File: config.mk
export PLATFORM = sky130hd
export DESIGN_NAME = tx_buffer_command_unpacker
export DESIGN_NICKNAME = d
export VERILOG_FILES = /design/src/design/txcmd_pkg.sv /design/src/design/tx_buffer_command_unpacker.sv /design/src/design/byte_lane_mask.sv
export VERILOG_INCLUDE_DIRS = /design/src /design/src/design
export SDC_FILE = /design/constraint.sdc
export NUM_CORES = 1
export LEC_CHECK = 0
export BUFFER_PORTS_ARGS = -buffer_cell sky130_fd_sc_hd__buf_2
export CAP_MARGIN = 10
export CORE_UTILIZATION = 63
export DETAILED_ROUTE_END_ITERATION = 12
export GPL_TIMING_DRIVEN = 0
export MAX_ROUTING_LAYER = met4
export PLACE_DENSITY = 0.86
export RECOVER_POWER = 50
export SLEW_MARGIN = 5
export SYNTH_ARGS = -nofsm -noshare
export SYNTH_HDL_FRONTEND = slang
export SYNTH_SLANG_ARGS = --single-unit
File: constraint.sdc
create_clock -name sys_clk -period 4.5 [get_ports sys_clk]
set_input_delay 0.225 -clock sys_clk [delete_from_list [all_inputs] [get_ports sys_clk]]
set_output_delay 0.225 -clock sys_clk [all_outputs]
set_load 0.05 [all_outputs]
File: src/design/txcmd_defs.svh
// Offsets, field positions and reset values of the transmit command unpacker
`ifndef TXCMD_DEFS_SVH
`define TXCMD_DEFS_SVH

`define TXC_OFF_DATA 4'h0
`define TXC_OFF_CTRL 4'h4
`define TXC_OFF_STATUS 4'h8

`define TXC_CTRL_CSUM_BIT 0
`define TXC_STAT_ERR_BIT 0
`define TXC_STAT_DONE_BIT 1
`define TXC_STAT_TAG_LSB 16

`define TXC_A_IOC_BIT 31
`define TXC_A_ALIGN_MSB 25
`define TXC_A_ALIGN_LSB 24
`define TXC_A_OFF_MSB 20
`define TXC_A_OFF_LSB 16
`define TXC_A_SKIP_LSB 18
`define TXC_A_FS_BIT 13
`define TXC_A_LS_BIT 12
`define TXC_LEN_MSB 10

`define TXC_B_TAG_MSB 31
`define TXC_B_TAG_LSB 16
`define TXC_B_CK_BIT 14
`define TXC_B_NOCRC_BIT 13
`define TXC_B_NOPAD_BIT 12

`define TXC_ALIGN_16 2'h1
`define TXC_ALIGN_32 2'h2
`define TXC_MASK_4 12'h003
`define TXC_MASK_16 12'h00F
`define TXC_MASK_32 12'h01F

`define TXC_RST_CSUM_EN 1'h0

`endif

File: src/design/txcmd_pkg.sv
// Types shared by the transmit command unpacker
package txcmd_pkg;

	typedef enum logic [2:0] {
		ST_CMDA = 3'b001,
		ST_CMDB = 3'b010,
		ST_BODY = 3'b100
	} unp_state_e;

	typedef struct packed {
		unp_state_e st;
		logic [4:0] startOff;
		logic [1:0] align;
		logic fs;
		logic ls;
		logic completion_request_bit;
		logic [10:0] bufSize;
		logic [11:0] idx;
		logic [11:0] skipW;
		logic [11:0] dataEnd;
		logic [11:0] totalW;
		logic [15:0] runCount;
		logic [10:0] pktLen;
		logic sopPend;
		logic csumEngEn;
		logic txErr;
		logic txDone;
		logic [15:0] lastTag;
		logic [15:0] fTag;
		logic fCsum;
		logic fAddCrc;
		logic fPad;
		logic [31:0] outData;
		logic [3:0] outBe;
		logic outValid;
		logic outSop;
		logic outEop;
		logic [31:0] rdData;
		logic rdPend;
	} unp_s;

endpackage

File: src/design/tx_buffer_command_unpacker.sv
// Transmit buffer command unpacker with Avalon-MM register port
`timescale 1ns/1ps
`include "txcmd_defs.svh"

// How it works
// Command A bits 20:16 give start offset
// Command A bit 13 opens a packet
// Command A bit 12 closes a packet
// Sum buffer sizes; mismatch sets error
// Packet length counts payload bytes only
// Length mismatch sets transmit error flag
// Tag copied unchanged to status
// Any tag value accepted, no meaning
// Checksum needs request, first segment, engine
// Command B bit 13 omits CRC
// Command B bit 12 stops short padding
// No padding forces CRC anyway
// Host writes reserved bits as zero
// Payload starts at third word
// Offset low bits pick first lane
// Offset upper bits skip whole words
// Trailing unused bytes never forwarded
// Host fills buffer to alignment
// Alignment filler words are stripped
// Alignment code 00/01/10 is 4/16/32
// Completion bit set after buffer loaded
// Byte stream with lane valids, boundaries
module tx_buffer_command_unpacker #(
	parameter int CNT_W = 16
) (
	input wire logic sys_clk,
	input wire logic rst_b,
	input wire logic [3:0] address,
	input wire logic read,
	input wire logic write,
	input wire logic [31:0] writedata,
	input wire logic [3:0] byteenable,
	output logic [31:0] readdata,
	output logic waitrequest,
	output logic [31:0] txData,
	output logic [3:0] txByteEn,
	output logic txValid,
	input wire logic txReady,
	output logic txSop,
	output logic txEop,
	output logic [15:0] txTag,
	output logic txCsumEn,
	output logic txAddCrc,
	output logic txPadEn
);
	import txcmd_pkg::*;

	generate
		if (CNT_W < 12 || CNT_W > 16) begin : gBadWidth
			$error("CNT_W must lie between 12 and 16");
		end
	endgenerate

	unp_s s_reg;
	unp_s s_next;
	logic dataHit;
	logic dataAccept;
	logic errSet;
	logic doneSet;
	logic bufDone;
	logic inData;
	logic [1:0] laneLo;
	logic [1:0] laneHi;
	logic [3:0] laneMask;
	logic [11:0] offPlusSize;
	logic [11:0] laneBytes;
	logic [15:0] newCount;
	logic [10:0] checkLen;

	// Words needed for a byte count at the given alignment
	function automatic logic [11:0] wordsUp(input logic [11:0] bytes,
		input logic [1:0] al);
		logic [11:0] m;
		m = `TXC_MASK_4;
		// alignment decode
		if (al == `TXC_ALIGN_16) begin
			m = `TXC_MASK_16;
		end else if (al == `TXC_ALIGN_32) begin
			m = `TXC_MASK_32;
		end
		return ((bytes + m) & ~m) >> 2;
	endfunction

	byte_lane_mask uLanes (
		.lo(laneLo),
		.hi(laneHi),
		.mask(laneMask)
	);

	// Stall data writes while the output word is held with txReady low, and a read's first cycle; register writes never wait
	assign dataHit = write && (address == `TXC_OFF_DATA);
	assign dataAccept = dataHit && !(s_reg.outValid && !txReady);
	assign waitrequest = (read && !s_reg.rdPend)
		|| (dataHit && s_reg.outValid && !txReady);

	assign offPlusSize = {7'h00, writedata[`TXC_A_OFF_MSB:`TXC_A_OFF_LSB]}
		+ {1'b0, writedata[`TXC_LEN_MSB:0]};
	assign laneBytes = {10'h000, writedata[`TXC_A_OFF_LSB+1:`TXC_A_OFF_LSB]}
		+ {1'b0, writedata[`TXC_LEN_MSB:0]};
	assign newCount = (writedata[`TXC_A_FS_BIT] ? 16'h0000 : s_reg.runCount)
		+ {5'h00, writedata[`TXC_LEN_MSB:0]};
	assign checkLen = s_reg.fs ? writedata[`TXC_LEN_MSB:0] : s_reg.pktLen;
	assign inData = (s_reg.idx >= s_reg.skipW) && (s_reg.idx < s_reg.dataEnd);
	// first word starts at the offset lane
	assign laneLo = (s_reg.idx == s_reg.skipW) ? s_reg.startOff[1:0] : 2'h0;
	// last word ends at the final payload byte
	assign laneHi = (s_reg.idx == 12'(s_reg.dataEnd - 12'h001))
		? 2'(s_reg.startOff[1:0] + s_reg.bufSize[1:0] - 2'h1) : 2'h3;

	always_comb begin
		s_next = s_reg;
		errSet = 1'b0;
		doneSet = 1'b0;
		bufDone = 1'b0;
		if (s_reg.outValid && txReady) begin
			s_next.outValid = 1'b0;
		end
		if (write && address == `TXC_OFF_CTRL && byteenable[0]) begin
			s_next.csumEngEn = writedata[`TXC_CTRL_CSUM_BIT];
		end
		if (write && address == `TXC_OFF_STATUS && byteenable[0]) begin
			if (writedata[`TXC_STAT_ERR_BIT]) begin
				s_next.txErr = 1'b0;
			end
			if (writedata[`TXC_STAT_DONE_BIT]) begin
				s_next.txDone = 1'b0;
			end
		end
		// Reads answer one cycle late so readdata comes from a flop
		s_next.rdPend = read && !s_reg.rdPend;
		if (read && !s_reg.rdPend) begin
			case (address)
				`TXC_OFF_CTRL: s_next.rdData = {31'h0, s_reg.csumEngEn};
				`TXC_OFF_STATUS: s_next.rdData = {s_reg.lastTag, 14'h0,
					s_reg.txDone, s_reg.txErr};
				default: s_next.rdData = 32'h0000_0000;
			endcase
		end
		if (dataAccept) begin
			case (s_reg.st)
				ST_CMDA: begin
					// start offset field
					s_next.startOff = writedata[`TXC_A_OFF_MSB:`TXC_A_OFF_LSB];
					// opening segment
					s_next.fs = writedata[`TXC_A_FS_BIT];
					// closing segment
					s_next.ls = writedata[`TXC_A_LS_BIT];
					s_next.completion_request_bit = writedata[`TXC_A_IOC_BIT];
					s_next.align =
						writedata[`TXC_A_ALIGN_MSB:`TXC_A_ALIGN_LSB];
					s_next.bufSize = writedata[`TXC_LEN_MSB:0];
					// running total of buffer sizes
					s_next.runCount = newCount;
					// whole words skipped before data
					s_next.skipW =
						{9'h000, writedata[`TXC_A_OFF_MSB:`TXC_A_SKIP_LSB]};
					s_next.dataEnd = 12'(
						{9'h000, writedata[`TXC_A_OFF_MSB:`TXC_A_SKIP_LSB]}
						+ wordsUp(laneBytes, 2'h0));
					// host padded up to this word count
					s_next.totalW = wordsUp(offPlusSize,
						writedata[`TXC_A_ALIGN_MSB:`TXC_A_ALIGN_LSB]);
					if (writedata[`TXC_A_FS_BIT]) begin
						s_next.sopPend = 1'b1;
					end
					s_next.st = ST_CMDB;
				end
				ST_CMDB: begin
					// reserved bits are simply not decoded
					if (s_reg.fs) begin
						// payload length of whole packet
						s_next.pktLen = writedata[`TXC_LEN_MSB:0];
						// tag passes through, never checked
						s_next.fTag =
							writedata[`TXC_B_TAG_MSB:`TXC_B_TAG_LSB];
						// all three conditions together
						s_next.fCsum = writedata[`TXC_B_CK_BIT]
							&& s_reg.csumEngEn;
						// CRC omit, R12 overrides it
						s_next.fAddCrc = !writedata[`TXC_B_NOCRC_BIT]
							|| writedata[`TXC_B_NOPAD_BIT];
						// padding suppression
						s_next.fPad = !writedata[`TXC_B_NOPAD_BIT];
					end
					// packet length against bytes supplied
					if (s_reg.ls && s_reg.runCount != {5'h00, checkLen}) begin
						errSet = 1'b1;
					end
					s_next.idx = 12'h000;
					// body follows the two command words
					if (s_reg.totalW == 12'h000) begin
						bufDone = 1'b1;
						s_next.st = ST_CMDA;
					end else begin
						s_next.st = ST_BODY;
					end
				end
				ST_BODY: begin
					// filler and skipped words load nothing
					if (inData) begin
						// lane valids and packet boundaries
						s_next.outData = writedata;
						s_next.outBe = laneMask;
						s_next.outValid = 1'b1;
						s_next.outSop = s_reg.sopPend;
						s_next.outEop = s_reg.ls && (s_reg.idx
							== 12'(s_reg.dataEnd - 12'h001));
						s_next.sopPend = 1'b0;
					end
					s_next.idx = 12'(s_reg.idx + 12'h001);
					if (12'(s_reg.idx + 12'h001) == s_reg.totalW) begin
						bufDone = 1'b1;
						s_next.st = ST_CMDA;
					end
				end
				default: s_next.st = ST_CMDA;
			endcase
		end
		// completion after the whole buffer is taken
		doneSet = bufDone && s_reg.completion_request_bit;
		// Hardware sets win over a same-cycle software clear
		if (errSet) begin
			s_next.txErr = 1'b1;
		end
		if (doneSet) begin
			s_next.txDone = 1'b1;
		end
		// tag of the finished packet shown in status
		if (bufDone && s_reg.ls) begin
			s_next.lastTag = s_reg.fTag;
		end
	end

	always_ff @(posedge sys_clk or negedge rst_b) begin
		if (!rst_b) begin
			s_reg <= '0;
			s_reg.st <= ST_CMDA;
			s_reg.csumEngEn <= `TXC_RST_CSUM_EN;
			s_reg.fAddCrc <= 1'b1;
			s_reg.fPad <= 1'b1;
		end else begin
			s_reg <= s_next;
		end
	end

	assign readdata = s_reg.rdData;
	assign txData = s_reg.outData;
	assign txByteEn = s_reg.outBe;
	assign txValid = s_reg.outValid;
	assign txSop = s_reg.outSop;
	assign txEop = s_reg.outEop;
	assign txTag = s_reg.fTag;
	assign txCsumEn = s_reg.fCsum;
	assign txAddCrc = s_reg.fAddCrc;
	assign txPadEn = s_reg.fPad;
endmodule

File: src/design/byte_lane_mask.sv
// Byte lane qualifier for one data word, lanes lo through hi valid
`timescale 1ns/1ps
module byte_lane_mask (
	input wire logic [1:0] lo,
	input wire logic [1:0] hi,
	output logic [3:0] mask
);
	genvar g;
	generate
		for (g = 0; g < 4; g++) begin : gLane
			assign mask[g] = (2'(g) >= lo) && (2'(g) <= hi);
		end
	endgenerate
endmodule

==> impl_results.md <==
* Synth area leaders: dfrtp_1, mux2_2, buf_4
* P&R area growth vs syn at 15.0%
* HP Class: in2reg
* CTS tree: yes
* RSZ-0062 raised after global routing: false
* Core box area at 15,300 um^2
* # port buffers at 118
* Starting Density at approximately two thirds
* GRT Util Overall at about a third
* Hold buffer count at cts at 1
* First-pass GRT wire length at a little over 40 mm
* Max_cap viols at 1
* Chip Height at between 100 and 150 um
* Number of vias per cell at 5.85
* Fin crit period at about 3.6 ns
* Sequential Power Share at between 30% and 40%
* Latest clock arrival within the worst-skew pair at roughly 0.44 ns
* DRT Pass-1 Iters at 5
* Synth top cells by count: dfrtp_1, nand2_1, buf_4
* Final instance area at ~11,000 um^2
* Die area at approximately 16,000 um^2
* Die Width at approximately 130 um
* Std cell rows at 45
* Placed Cells at between 1k and 1.5k
* Outcome: finished, violations left
* Maximum buffer depth of the clock tree at 2
* Fin cells at around 1.4k
* Initial antenna violation count at 0
* Required @ worst endpoint at approximately 4.8 ns
* Seq/Total Area, Yosys at between 40 and 50%
* Number of CTS-inserted buffers at 17
* Drt wl/cell at 18.6 um
* Final Power at around 5 mW
* Peak supply drop at 458 uV
* Post-Route Skew at around 0.0080 ns
* Layout cells sized above 1 at between 20% and 30%
* CP Class: reg2reg
* CP Launch Type: flop
* TNS Setup at 0 ns
* Post-layout net count at 1,244
* Clock power frac at 30.0%
* Largest net degree at the start of global routing at ~110
* CP endpoint kind: flop
* Post-DRT Antenna Nets at 0
* Io pins at between 100 and 150
* Internal Power at 3.08 mW
* CTS H-tree depth at 4
* Residual DRC at 0
* Final Hold Fails at 0
* Post-synth ARST share at 100%
* Post-synth EDFFs at 0
* Final HPWL from detailed placement at 18.0 mm
* Cell area after synthesis at 9990 um^2
* Most used flip-flop cell after synthesis: dfrtp_1
* Largest register FFs at between 90 and 100
* Vias in the first global route at 7,900
* Ys Warns at 0
* Synthesized area per cell at about 10 um^2
* Post-CTS setup buffer count at 0
* Leakage at around 5.6 nW
* Final Max Tran Viols at 63
* Net Sw Power at between 1.5 and 2 mW
* Critical Path AT at slightly below 4 ns
* Leading area contributor after synthesis: dfrtp_1
* Post_cts resized at 0
* Power Density at between 400 and 500 nW/um^2
* Fin crit share at 79.7%
* GPL Wtd Cong at 0.926
* Drt initial violations at 631
* Yosys reg bits at 170
* Clock sink count at between 150 and 200
* Switching part of the total at 36.6%
* Least-Margin Pin Slew at just over 3 ns
* GR Overflow Total at 0
* Diode count at 0
* Via count at 8,058
* Drt total wl at about 26 mm
* Logic pwr share at a little under a third
* Synth unique cells at just over 70
* Final setup fails at 0
* Mapped Cells at about 1k
* Fill count at approximately 1.1k
* Violated checks: max-capacitance violations, max-slew violations
* CTS Root Cell: clkbuf_16
* Post-synth top area share at between 40% and 50%
* Fmax at 0.279 GHz
* Placed inst area at ~11,000 um^2
* CTS clk-pin slew, worst paths at 0.07 ns
* Count leader, synth: dfrtp_1
* Slew HR at -103%
* Crit-path max FO at 10
==> final timing paths <==
| path | from | end | slack [ns] | depth (start not counted) |
|---|---|---|---|---|
| setup / recovery | s_reg[175] | s_reg[98] | 0.91 | 10 |
| hold / removal | writedata[15] | txData[15] | 0.02 | 2 |
| setup reg to reg | s_reg[175] | s_reg[98] | 0.91 | 10 |
| hold reg to reg | txPadEn | txPadEn | 0.49 | 2 |
| max in group asynchronous | rst_b | txData[7] | 1.23 | 2 |
| min in group asynchronous | rst_b | s_reg[180] | 1.52 | 2 |
==> cell type report <==
class,count,area [um^2],share of cell area (%)
Clock buffer,18,429,3.74
Tap cell,211,264,2.30
Clock inverter,14,155,1.35
Sequential cell,170,4260,37.1
Buffer,132,847,7.38
Timing Repair Buffer,121,597,5.20
Multi-Input combinational cell,660,4740,41.3
Inverter,52,195,1.70
==> worst max-delay path: stages, from the launching register on <==
cell     delay (ns)
dfrtp_1        0.52
ha_1           0.33
nand3_1        0.30
or4_1          0.55
o211a_1        0.14
o22ai_1        0.31
and4_1         0.29
a41o_1         0.19
buf_2          0.21
buf_4          0.24
mux2_2         0.38
==> stage by stage <==
stage	setup WS (ns)	utilization (%)	hold slack [ns]
after global routing	0.524	75.0	0.0128
after global placement	0.591	71.1	0.457
after floorplan	1.59	-	-0.0706
after detailed placement	1.06	71.4	0.197
final	0.915	75.0	0.0248
after CTS	1.02	75.3	0.0162
==> power by group through the flow <==
stage	logic [mW]	registers, mW	clock network (mW)
floorplan	1.15	1.88	0
global placement	1.44	1.91	0
detailed placement	1.49	1.92	0
CTS	1.51	1.90	1.47
global route	1.63	1.93	1.53
finish	1.50	1.90	1.46
==> layer usage <==
metal	track usage, %	wire (um)	vias up	share of wire (%)
met1	41.2	10500	3968	41
met4	12.8	799	0	3.1
met3	6.55	1610	68	6.3
li1	-	-	3687	-
met2	54.5	12700	335	50
met5	-	0	-	0
==> cell families after synthesis <==
group                      after synthesis  share of synthesized area (%)
AOI/OAI and AO/OA                      187                           12.1
xor gates and xnor gates                63                           5.52
adders and majority gates               47                           6.36
buffers and inverters                  184                           10.4
DFF                                    170                           42.6
muxes                                   84                           9.31
other                                    1                         0.0375
and+or+nand+nor                        265                           13.6
==> cell usage in the layout, fill, tap and decap left out, types with 4 or more instances in the layout <==
master     count
o21a_1         4
or3_1          9
nand4_1       12
inv_1         52
nor2b_1       19
clkbuf_16     17
mux2i_1       13
a21o_1         8
nor3b_1        5
a2111oi_0      4
mux2_2        71
or4_1          5
buf_2         95
xor2_1        21
nand2_1       97
and3_1         4
nand3_1       18
nor3_1        11
ha_1          38
a211o_1        4
dfrtp_1      167
inv_6          5
buf_4         88
a21oi_1       21
nor2_1        41
nand2b_1       8
clkbuf_1      61
o21bai_1       4
xnor2_1       42
conb_1        14
o21ai_0       82
a22o_1        18
or2_2          4
buf_1          5
fa_1           7
nor4_1        11
a31oi_1        6
(Power assumes the default switching activity.)
